**src/pkg/hecm_pkg.sv**
```systemverilog
package hecm_pkg;

  // Controller-side offsets
  localparam logic [8:0] EC_OFS_INBOUND  = 9'h100;
  localparam logic [8:0] EC_OFS_OUTBOUND = 9'h104;
  localparam logic [8:0] EC_OFS_SOURCE   = 9'h108;
  localparam logic [8:0] EC_OFS_MASK     = 9'h10C;

  // Host index values behind the data port
  localparam logic [7:0] IDX_INBOUND  = 8'h00;
  localparam logic [7:0] IDX_OUTBOUND = 8'h01;
  localparam logic [7:0] IDX_SOURCE   = 8'h02;
  localparam logic [7:0] IDX_MASK     = 8'h03;

  // Host port select
  localparam logic PORT_INDEX = 1'b0;
  localparam logic PORT_DATA  = 1'b1;

  // Values and field positions
  localparam logic [7:0] BYTE_RESET   = 8'h00;
  localparam logic [7:0] ALL_ONES     = 8'hFF;
  localparam logic [6:0] DOORBELL_RST = 7'h00;
  localparam int         WR_FLAG_BIT  = 0;
  localparam int         SWI_LSB      = 1;
  localparam int         SWI_MSB      = 7;

  typedef struct packed {
    logic       wr;
    logic       rd;
    logic       port;
    logic [7:0] wdata;
  } hecm_host_req_s;

  typedef struct packed {
    logic       wr;
    logic       rd;
    logic [8:0] ofs;
    logic [7:0] wdata;
  } hecm_ec_req_s;

endpackage : hecm_pkg

```
**src/hecm_mailbox.sv**
```systemverilog
`timescale 1ns/1ns
`default_nettype none

// What this block does
// Host write of inbound byte raises controller mailbox interrupt when enabled
// Controller read of inbound byte drops controller mailbox interrupt
// Writing FFh to either mailbox byte makes it zero
// Inbound byte: host plain read/write; controller writes clear bits written one
// Outbound byte: controller plain read/write; host writes clear bits written one
// Any controller write to outbound byte sets outbound write flag
// Outbound write flag with its mask bit requests both host SMI and serial IRQ
// Host read of outbound byte withdraws the serial IRQ it caused
// Host read of outbound byte clears outbound write flag
// Write flag read-only to host; controller reads zero and writes ignored
// Any doorbell bit with its mask bit requests host serial IRQ
// Doorbell bits controller read/write; host writes ones to clear them
// Host selects register through index port, then accesses data port
// Mask bit 0 gates write flag toward host; resets to zero
// Mask bits 7:1 gate doorbell bits toward host; reset to zero
// Host request is a level; all requests and bytes reset to zero
module hecm_mailbox (
  // Clock, reset, enable
  input  wire logic                    clk,
  input  wire logic                    rstn,
  input  wire logic                    ce,
  // Host index/data port
  input  wire hecm_pkg::hecm_host_req_s host_req,
  output logic [7:0]                   host_rdata,
  // Controller register port
  input  wire hecm_pkg::hecm_ec_req_s   ec_req,
  output logic [7:0]                   ec_rdata,
  // Interrupt requests
  input  wire logic                    aggregator_mailbox_enable,
  output logic                         aggregator_mailbox_bit,
  output logic                         host_serirq_req,
  output logic                         host_smi_req
);

  logic [7:0] host_index_port_reg;
  logic [7:0] host_index_port_next;
  logic [7:0] inbound_command_byte_reg;
  logic [7:0] inbound_command_byte_next;
  logic [7:0] outbound_command_byte_reg;
  logic [7:0] outbound_command_byte_next;
  logic [6:0] software_doorbell_bits_reg;
  logic [6:0] software_doorbell_bits_next;
  logic       outbound_write_flag_reg;
  logic       outbound_write_flag_next;
  logic [7:0] mask_reg;
  logic [7:0] mask_next;
  logic       mbx_irq_reg;
  logic       mbx_irq_next;
  logic       serirq_reg;
  logic       serirq_next;
  logic       smi_reg;
  logic       smi_next;
  logic [7:0] host_rdata_reg;
  logic [7:0] host_rdata_next;
  logic [7:0] ec_rdata_reg;
  logic [7:0] ec_rdata_next;

  logic h_dwr;
  logic h_drd;
  logic h_wr_in;
  logic h_wr_out;
  logic h_wr_src;
  logic h_rd_out;
  logic e_wr_in;
  logic e_wr_out;
  logic e_rd_in;
  logic e_rd_src;

  // Host only reaches data through the latched index
  assign h_dwr    = host_req.wr && (host_req.port == hecm_pkg::PORT_DATA);
  assign h_drd    = host_req.rd && (host_req.port == hecm_pkg::PORT_DATA);
  assign h_wr_in  = h_dwr && (host_index_port_reg == hecm_pkg::IDX_INBOUND);
  assign h_wr_out = h_dwr && (host_index_port_reg == hecm_pkg::IDX_OUTBOUND);
  assign h_wr_src = h_dwr && (host_index_port_reg == hecm_pkg::IDX_SOURCE);
  assign h_rd_out = h_drd && (host_index_port_reg == hecm_pkg::IDX_OUTBOUND);
  assign e_wr_in  = ec_req.wr && (ec_req.ofs == hecm_pkg::EC_OFS_INBOUND);
  assign e_wr_out = ec_req.wr && (ec_req.ofs == hecm_pkg::EC_OFS_OUTBOUND);
  assign e_rd_in  = ec_req.rd && (ec_req.ofs == hecm_pkg::EC_OFS_INBOUND);
  assign e_rd_src = ec_req.rd && (ec_req.ofs == hecm_pkg::EC_OFS_SOURCE);

  always_comb
  begin
    host_index_port_next        = host_index_port_reg;
    inbound_command_byte_next   = inbound_command_byte_reg;
    outbound_command_byte_next  = outbound_command_byte_reg;
    software_doorbell_bits_next = software_doorbell_bits_reg;
    outbound_write_flag_next    = outbound_write_flag_reg;
    mask_next                   = mask_reg;
    mbx_irq_next                = mbx_irq_reg;
    host_rdata_next             = host_rdata_reg;
    ec_rdata_next               = ec_rdata_reg;

    if (host_req.wr && (host_req.port == hecm_pkg::PORT_INDEX))
    begin
      host_index_port_next = host_req.wdata;
    end

    // Inbound byte: host write first, controller clear on top
    if (h_wr_in)
    begin
      inbound_command_byte_next = (host_req.wdata == hecm_pkg::ALL_ONES) ?
                                  hecm_pkg::BYTE_RESET : host_req.wdata;
    end
    if (e_wr_in)
    begin
      inbound_command_byte_next = inbound_command_byte_next & ~ec_req.wdata;
    end

    // Set wins so a host write racing a read is not lost
    if (h_wr_in && aggregator_mailbox_enable)
    begin
      mbx_irq_next = 1'b1;
    end
    else if (e_rd_in)
    begin
      mbx_irq_next = 1'b0;
    end

    // Outbound byte: controller write overrides a same-cycle host clear
    if (h_wr_out)
    begin
      outbound_command_byte_next = outbound_command_byte_reg & ~host_req.wdata;
    end
    if (e_wr_out)
    begin
      outbound_command_byte_next = (ec_req.wdata == hecm_pkg::ALL_ONES) ?
                                   hecm_pkg::BYTE_RESET : ec_req.wdata;
    end

    if (e_wr_out)
    begin
      outbound_write_flag_next = 1'b1;
    end
    else if (h_rd_out)
    begin
      outbound_write_flag_next = 1'b0;
    end

    // Doorbell: host clears ones, controller write stores; bit 0 untouched
    if (h_wr_src)
    begin
      software_doorbell_bits_next = software_doorbell_bits_reg &
                                    ~host_req.wdata[hecm_pkg::SWI_MSB:hecm_pkg::SWI_LSB];
    end
    if (ec_req.wr && (ec_req.ofs == hecm_pkg::EC_OFS_SOURCE))
    begin
      software_doorbell_bits_next = ec_req.wdata[hecm_pkg::SWI_MSB:hecm_pkg::SWI_LSB];
    end

    if (h_dwr && (host_index_port_reg == hecm_pkg::IDX_MASK))
    begin
      mask_next = host_req.wdata;
    end
    if (ec_req.wr && (ec_req.ofs == hecm_pkg::EC_OFS_MASK))
    begin
      mask_next = ec_req.wdata;
    end

    // Host read data, held until the next read
    if (host_req.rd)
    begin
      host_rdata_next = hecm_pkg::BYTE_RESET;
      if (host_req.port == hecm_pkg::PORT_INDEX)
      begin
        host_rdata_next = host_index_port_reg;
      end
      else
      begin
        unique case (host_index_port_reg)
          hecm_pkg::IDX_INBOUND:  host_rdata_next = inbound_command_byte_reg;
          hecm_pkg::IDX_OUTBOUND: host_rdata_next = outbound_command_byte_reg;
          hecm_pkg::IDX_SOURCE:   host_rdata_next = {software_doorbell_bits_reg,
                                                     outbound_write_flag_reg};
          hecm_pkg::IDX_MASK:     host_rdata_next = mask_reg;
          default:                host_rdata_next = hecm_pkg::BYTE_RESET;
        endcase
      end
    end

    // Controller read data; write flag hidden here
    if (ec_req.rd)
    begin
      unique case (ec_req.ofs)
        hecm_pkg::EC_OFS_INBOUND:  ec_rdata_next = inbound_command_byte_reg;
        hecm_pkg::EC_OFS_OUTBOUND: ec_rdata_next = outbound_command_byte_reg;
        hecm_pkg::EC_OFS_SOURCE:   ec_rdata_next = {software_doorbell_bits_reg, 1'b0};
        hecm_pkg::EC_OFS_MASK:     ec_rdata_next = mask_reg;
        default:                   ec_rdata_next = hecm_pkg::BYTE_RESET;
      endcase
    end

    // Level requests follow the next state so outputs stay pure flops
    smi_next    = outbound_write_flag_next & mask_next[hecm_pkg::WR_FLAG_BIT];
    serirq_next = |({software_doorbell_bits_next, outbound_write_flag_next} & mask_next);
  end

  always_ff @(posedge clk or negedge rstn)
  begin
    if (!rstn)
    begin
      host_index_port_reg        <= hecm_pkg::BYTE_RESET;
      inbound_command_byte_reg   <= hecm_pkg::BYTE_RESET;
      outbound_command_byte_reg  <= hecm_pkg::BYTE_RESET;
      software_doorbell_bits_reg <= hecm_pkg::DOORBELL_RST;
      outbound_write_flag_reg    <= 1'b0;
      mask_reg                   <= hecm_pkg::BYTE_RESET;
      mbx_irq_reg                <= 1'b0;
      serirq_reg                 <= 1'b0;
      smi_reg                    <= 1'b0;
      host_rdata_reg             <= hecm_pkg::BYTE_RESET;
      ec_rdata_reg               <= hecm_pkg::BYTE_RESET;
    end
    else if (ce)
    begin
      host_index_port_reg        <= host_index_port_next;
      inbound_command_byte_reg   <= inbound_command_byte_next;
      outbound_command_byte_reg  <= outbound_command_byte_next;
      software_doorbell_bits_reg <= software_doorbell_bits_next;
      outbound_write_flag_reg    <= outbound_write_flag_next;
      mask_reg                   <= mask_next;
      mbx_irq_reg                <= mbx_irq_next;
      serirq_reg                 <= serirq_next;
      smi_reg                    <= smi_next;
      host_rdata_reg             <= host_rdata_next;
      ec_rdata_reg               <= ec_rdata_next;
    end
  end

  assign host_rdata             = host_rdata_reg;
  assign ec_rdata               = ec_rdata_reg;
  assign aggregator_mailbox_bit = mbx_irq_reg;
  assign host_serirq_req        = serirq_reg;
  assign host_smi_req           = smi_reg;
endmodule : hecm_mailbox

`default_nettype wire

```
**config.mk**
```make
export PLATFORM = sky130hd
export DESIGN_NAME = hecm_mailbox
export DESIGN_NICKNAME = d
export VERILOG_FILES = /design/src/pkg/hecm_pkg.sv /design/src/hecm_mailbox.sv
export SDC_FILE = /design/constraint.sdc
export NUM_CORES = 1
export LEC_CHECK = 0
export BUFFER_PORTS_ARGS = -buffer_cell sky130_fd_sc_hd__buf_4
export CORE_MARGIN = 2
export CORE_UTILIZATION = 55
export DETAILED_ROUTE_END_ITERATION = 7
export GPL_TIMING_DRIVEN = 0
export PLACE_DENSITY = 0.78
export REMOVE_ABC_BUFFERS = 1
export SETUP_SLACK_MARGIN = 0.15
export SLEW_MARGIN = 20
export SYNTH_ARGS = -nofsm -noshare
export SYNTH_HDL_FRONTEND = slang
export SYNTH_SLANG_ARGS = --single-unit
```
**constraint.sdc**
```tcl
create_clock -name clk -period 2.85 [get_ports clk]
set_clock_uncertainty 0.2 [all_clocks]
set_input_delay 0 -clock clk [delete_from_list [all_inputs] [get_ports clk]]
set_output_delay 0 -clock clk [all_outputs]
set_load 0.01 [all_outputs]
```
==> impl_metrics.env, run 1 <==
export IMPL_status="completed"
export IMPL_vias=3195
export IMPL_rsz0062_at_grt="yes"
export IMPL_period_needed_ps=2690
export IMPL_ys_warn_count=0
export IMPL_crit_required_ps=2870
export IMPL_rows=28
export IMPL_wl_met1_um=3970
export IMPL_area_delta_synth_final_pct=28.7
export IMPL_antenna_cells=0
export IMPL_path_class="reg -> reg"
export IMPL_tightest_slew_ps=1150
export IMPL_setup_tns_ps=0
export IMPL_clk_path_buf_depth=2
export IMPL_io_buffers=52
export IMPL_first_global_vias=3067
export IMPL_dieArea_sq_mm=0.00680
export IMPL_cp_max_fo=6
export IMPL_wl_per_cell_um=21.1
export IMPL_relSlewSlack_pct=23.1
export IMPL_top_layer="met4"
export IMPL_fin_crit_sh_pct=94.4
export IMPL_drtIter0Drc=353
export IMPL_synthArstFlopShare_pct=100
export IMPL_syn_area_per_cell_sq_um=10.4
export IMPL_final_cell_mix="buf_4 (61), dfrtp_1 (57), nand2_1 (44)"
export IMPL_p_leak_uw=0.00194
export IMPL_synth_seq_area_share_pct=43.6
export IMPL_vias_per_cell=6.63
export IMPL_p_per_area_mw_per_mm2=495
export IMPL_hold_violations=0
export IMPL_drv_cap=0
export IMPL_grt_pass1_wl_um=15800
export IMPL_drive_gt1_share_pct=29.7
export IMPL_num_nets_final=439
export IMPL_antenna_found_initial=0
export IMPL_setup_worst_path_end_class="flop"
export IMPL_syn_area_sq_mm=0.00339
export IMPL_setup_viol=0
export IMPL_gr_total_overflow=0
export IMPL_first_pass_iters=5
export IMPL_routed_wl_um=10200
export IMPL_dp_cells=437
export IMPL_ys_ff_latch=59
export IMPL_route_met3_wl_um=938
export IMPL_track_usage_pct=32.3
export IMPL_drcViolationCount=0
export IMPL_tritoncts="built"
export IMPL_die_w_um=82.5
export IMPL_arrival_ps=2710
export IMPL_synth_edff_count=0
export IMPL_final_common_cell="buf_4"
export IMPL_htree_levels=3
export IMPL_startpoint_type="flop"
export IMPL_synthCells=327
export IMPL_numClockSinks=59
export IMPL_core_area_sq_mm=0.00592
export IMPL_io_pins=53
export IMPL_synth_ff_type="dfrtp_1"
export IMPL_clkLatencyLatePin_ps=330
export IMPL_route_met2_wl_um=5010
export IMPL_grt_max_degree=60
export IMPL_numCtsBuffers=9
export IMPL_finalNonFillerCells=482
export IMPL_drv_slew=0
export IMPL_path_clk_slew_ps=70
export IMPL_dp_hpwl_um=6580
export IMPL_initial_core_util_pct=57.2
export IMPL_irDropWorstVdd_uv=270
export IMPL_globalplace_congestion=0.893
export IMPL_power_uw=2160
export IMPL_final_antenna_net_count=0
export IMPL_yosysUniqueCellTypes=47
export IMPL_fmax_ghz=0.372
export IMPL_holdCritPathClass="in -> reg"
export IMPL_root_buffer="clkbuf_8"
export IMPL_die_y_um=82.5
==> layer usage <==
metal,vias up,global-route usage [%]
li1,1421,-
met1,1558,41.5
met2,185,51.1
met3,31,8.15
met4,0,15.2
met5,-,0
==> cells by family after synthesis <==
family / share of synthesized area [%]
multiplexers: 15.8
flip-flops: 43.6
AND/OR/NAND/NOR: 17.1
AO/OA/AOI/OAI: 20.4
buffers and inverters: 3.10
==> cell type report <==
cell class	count	area, sq um
clock buffers	9	124
well taps	75	93.8
repair buffers	85	693
inverters	7	26.3
multi-input cells	243	1890
clock inverters	4	45.0
fillers	435	1560
flip-flops and latches	59	1480
==> per-stage QoR <==
stage	instance area [sq um]	hold WS (ps)	util [%]	setup slack (ps)
2_1_floorplan	3310	-496	-	161
6_report	4360	16.5	73.6	161
5_1_grt	4360	30.7	73.6	124
3_3_place_gp	3790	-84.4	64.0	-491
4_1_cts	4220	7.67	71.3	63.7
3_5_place_dp	3820	-84.8	64.5	-175
==> repair_timing <==
action / CTS / global route
setup endpoints to repair: 18 / 23
endpoints found under the hold margin: 101 / 0
hold buffers: 23 / 0
setup buffers: 0 / 8
gates cloned: 0 / 1
pin swaps: 0 / 7
resized for setup: 2 / 13
==> final timing paths <==
kind                                             start                     end  slack (ps)  depth (start not counted)
worst max-delay path            host_index_port_reg[3]         host_serirq_req         160                          7
worst min-delay path                        ec_req[11]             ec_rdata[0]          20                          3
worst max register to register  host_index_port_reg[3]         host_serirq_req         160                          7
worst min register to register             ec_rdata[5]             ec_rdata[5]         300                          1
max in group asynchronous                         rstn  host_index_port_reg[1]        1800                          2
min in group asynchronous                         rstn             ec_rdata[7]          80                          2
==> worst max-delay path, cell delays in order (launching register included) <==
cell and delay, ps:
dfrtp_1 410, or4_4 590, or3_4 410, buf_4 160
mux2i_1 150, a211o_1 150, nand4_1 110, o32a_1 370
==> cells in the mapped netlist (2+ instances only) <==
library cell / number / area [sq um]
a21oi_1: 19 / 95.1
mux2_2: 10 / 113
a22o_1: 24 / 210
mux2i_1: 7 / 70.1
nand3b_1: 2 / 15.0
dfrtp_1: 59 / 1480
clkbuf_1: 15 / 56.3
and3_1: 6 / 37.5
a32o_1: 4 / 40.0
nor4_1: 4 / 25.0
inv_1: 6 / 22.5
nand4_1: 10 / 62.6
and2_1: 2 / 12.5
and3b_1: 2 / 17.5
a41oi_1: 2 / 17.5
nand2_1: 44 / 165
or2_2: 3 / 18.8
nand3_1: 13 / 65.1
a211o_1: 5 / 43.8
a22oi_1: 16 / 120
buf_1: 3 / 11.3
nor2_1: 19 / 71.3
o21ai_0: 14 / 70.1
mux4_2: 15 / 338
==> power breakdown <==
part	switching, uW	internal (uW)	total, uW
Combinational	203	231	434
Sequential	103	920	1020
Clock	317	384	701
Power figures use the tool's default switching activity.
==> inputs of run 2 (changes only) <==
--- a/config.mk
+++ b/config.mk
@@ -11,6 +11,7 @@
 export DETAILED_ROUTE_END_ITERATION = 7
 export GPL_TIMING_DRIVEN = 0
 export PLACE_DENSITY = 0.78
+export RECOVER_POWER = 50
 export REMOVE_ABC_BUFFERS = 1
 export SETUP_SLACK_MARGIN = 0.15
 export SLEW_MARGIN = 20
==> run 2 against run 1 <==
Effect of this change: core utilization fell by 1.2 points; global-route usage did not move; worst hold slack got worse by 5.6 ps; design area fell by 1.7%; clock-buffer cell count did not move; sequential power barely moved; power fell by 0.54%; final cell count did not move; fmax rose by 0.12%; register-to-register slack barely moved; clock power rose by 0.7%; critical path type unchanged; critical endpoint unchanged; largest cell class unchanged.
==> impl_metrics.env, run 2 (same netlist as run 1, synthesis figures left out) <==
export IMPL_power_uw=2150
export IMPL_first_global_vias=3067
export IMPL_crit_end="host_serirq_req"
export IMPL_seq_area_sq_mm=0.00148
export IMPL_initial_core_util_pct=57.2
export IMPL_status="completed"
export IMPL_die_y_um=82.5
export IMPL_rows=28
export IMPL_holdCritPathClass="in -> reg"
export IMPL_hold_violations=0
export IMPL_arrival_ps=2700
export IMPL_setup_viol=0
export IMPL_io_pins=53
export IMPL_final_antenna_net_count=0
export IMPL_clkLatencyLatePin_ps=340
export IMPL_drv_cap=0
export IMPL_holdWs_ps=10.9
export IMPL_antenna_found_initial=0
export IMPL_num_nets_final=439
export IMPL_startpoint_type="flop"
export IMPL_cp_top_family="simple AND/OR/NAND/NOR gates"
export IMPL_cp_max_fo=6
export IMPL_drcViolationCount=0
export IMPL_setup_worst_path_end_class="flop"
export IMPL_dieArea_sq_mm=0.00680
export IMPL_tritoncts="built"
export IMPL_dp_hpwl_um=6580
export IMPL_root_buffer="clkbuf_8"
export IMPL_crit_cells=7
export IMPL_fmax_ghz=0.372
export IMPL_vias=3234
export IMPL_slowest_delay_ps=590
export IMPL_drtIter0Drc=349
export IMPL_grt_pass1_wl_um=15800
export IMPL_final_common_cell="dfrtp_1"
export IMPL_die_w_um=82.5
export IMPL_vias_per_cell=6.71
export IMPL_antenna_cells=0
export IMPL_crit_required_ps=2870
export IMPL_drive_gt1_share_pct=25.1
export IMPL_gr_total_overflow=0
export IMPL_period_needed_ps=2690
export IMPL_grt_max_degree=60
export IMPL_crit_buf_inv=1
export IMPL_reg2reg_depth=7
export IMPL_p_leak_uw=0.00186
export IMPL_first_pass_iters=5
export IMPL_relSlewSlack_pct=2.77
export IMPL_irDropWorstVdd_uv=270
export IMPL_rsz0062_at_grt="yes"
export IMPL_path_class="reg -> reg"
export IMPL_area_delta_synth_final_pct=26.5
export IMPL_fin_ws_ps=164
export IMPL_fin_crit_sh_pct=94.3
export IMPL_dp_slack_ps=-175
export IMPL_routed_wl_um=10200
export IMPL_p_per_area_mw_per_mm2=501
export IMPL_path_clk_slew_ps=70
export IMPL_track_usage_pct=32.3
export IMPL_core_area_sq_mm=0.00592
export IMPL_drv_slew=0
export IMPL_globalplace_congestion=0.893
export IMPL_worst_path_max_delay_cell="or4_4"
export IMPL_tightest_slew_ps=1460
export IMPL_io_buffers=52
export IMPL_numClockSinks=59
export IMPL_worstReg2RegEnd="host_serirq_req"
export IMPL_rrSetupSlack_ps=160
export IMPL_wl_per_cell_um=21.2
export IMPL_crit_chain="or4_4 > or3_4 > buf_4 > mux2i_1 > a211o_1 > nand4_1 > o32a_1"
export IMPL_htree_levels=3
export IMPL_setup_tns_ps=0
export IMPL_numCtsBuffers=9
export IMPL_final_cell_mix="dfrtp_1 (57), nand2_1 (44), buf_4 (41)"
export IMPL_fillCellCount=435
export IMPL_multi_input_area_sq_mm=0.00189
export IMPL_fin_util_pct=72.3
export IMPL_crit_start="host_index_port_reg[3]"
export IMPL_clk_path_buf_depth=2
export IMPL_worstReg2RegStart="host_index_port_reg[3]"
-- run 2: cell types whose count changed in the layout (fill, tap and decap cells not counted), sizes merged --
cell,change
buf,-20
clkbuf,+20
-- run 2: how the worst min path moves through the flow --
stage,from,end,cells after the start
6_report,ec_req[11],ec_rdata[0],3
5_1_grt,ec_req[11],ec_rdata[0],3
4_1_cts,ec_req[11],ec_rdata[0],3
3_5_place_dp,rstn,aggregator_mailbox_bit,1
3_3_place_gp,rstn,aggregator_mailbox_bit,1
2_1_floorplan,rstn,aggregator_mailbox_bit,0
-- run 2: worst min-delay path, stage by stage --
cell and delay, ps:
buf_4 190, o21ai_0 190, a22o_1 130
-- run 2: report_power, final --
group	total, uW	switching, uW	internal [uW]	leakage [uW]
logic	417	203	214	0.00100
registers	1020	103	920	0.000770
clock network	706	321	384	0.0000906
-- run 2: cell type report --
type	instances	share of cell area (%)
clock buffers	9	2.89
clock inverters	4	1.05
inverters	7	0.613
multi-input cells	243	44.2
flip-flops and latches	59	34.6
well taps	75	2.19
repair buffers	85	14.5
-- run 2: what timing repair did --
action | in CTS | in global routing
gates resized for setup | 2 | 13
hold endpoints to repair | 101 | 0
gates cloned | 0 | 1
pin swaps | 0 | 7
hold buffers | 23 | 0
setup endpoints to repair | 18 | 23
buffers inserted | 0 | 8
-- run 2: routing by layer --
layer	routed length [um]	GRT usage, %	share of wire, %
met5	0	0	0
met4	260	15.2	2.5
met3	982	8.15	9.6
met1	4020	41.5	39
met2	4970	51.1	49
-- run 2: per-stage QoR --
step           instances  area [sq um]
2_1_floorplan        308          3310
3_3_place_gp         435          3790
3_5_place_dp         437          3820
4_1_cts              473          4220
5_1_grt              482          4280
6_report             482          4280
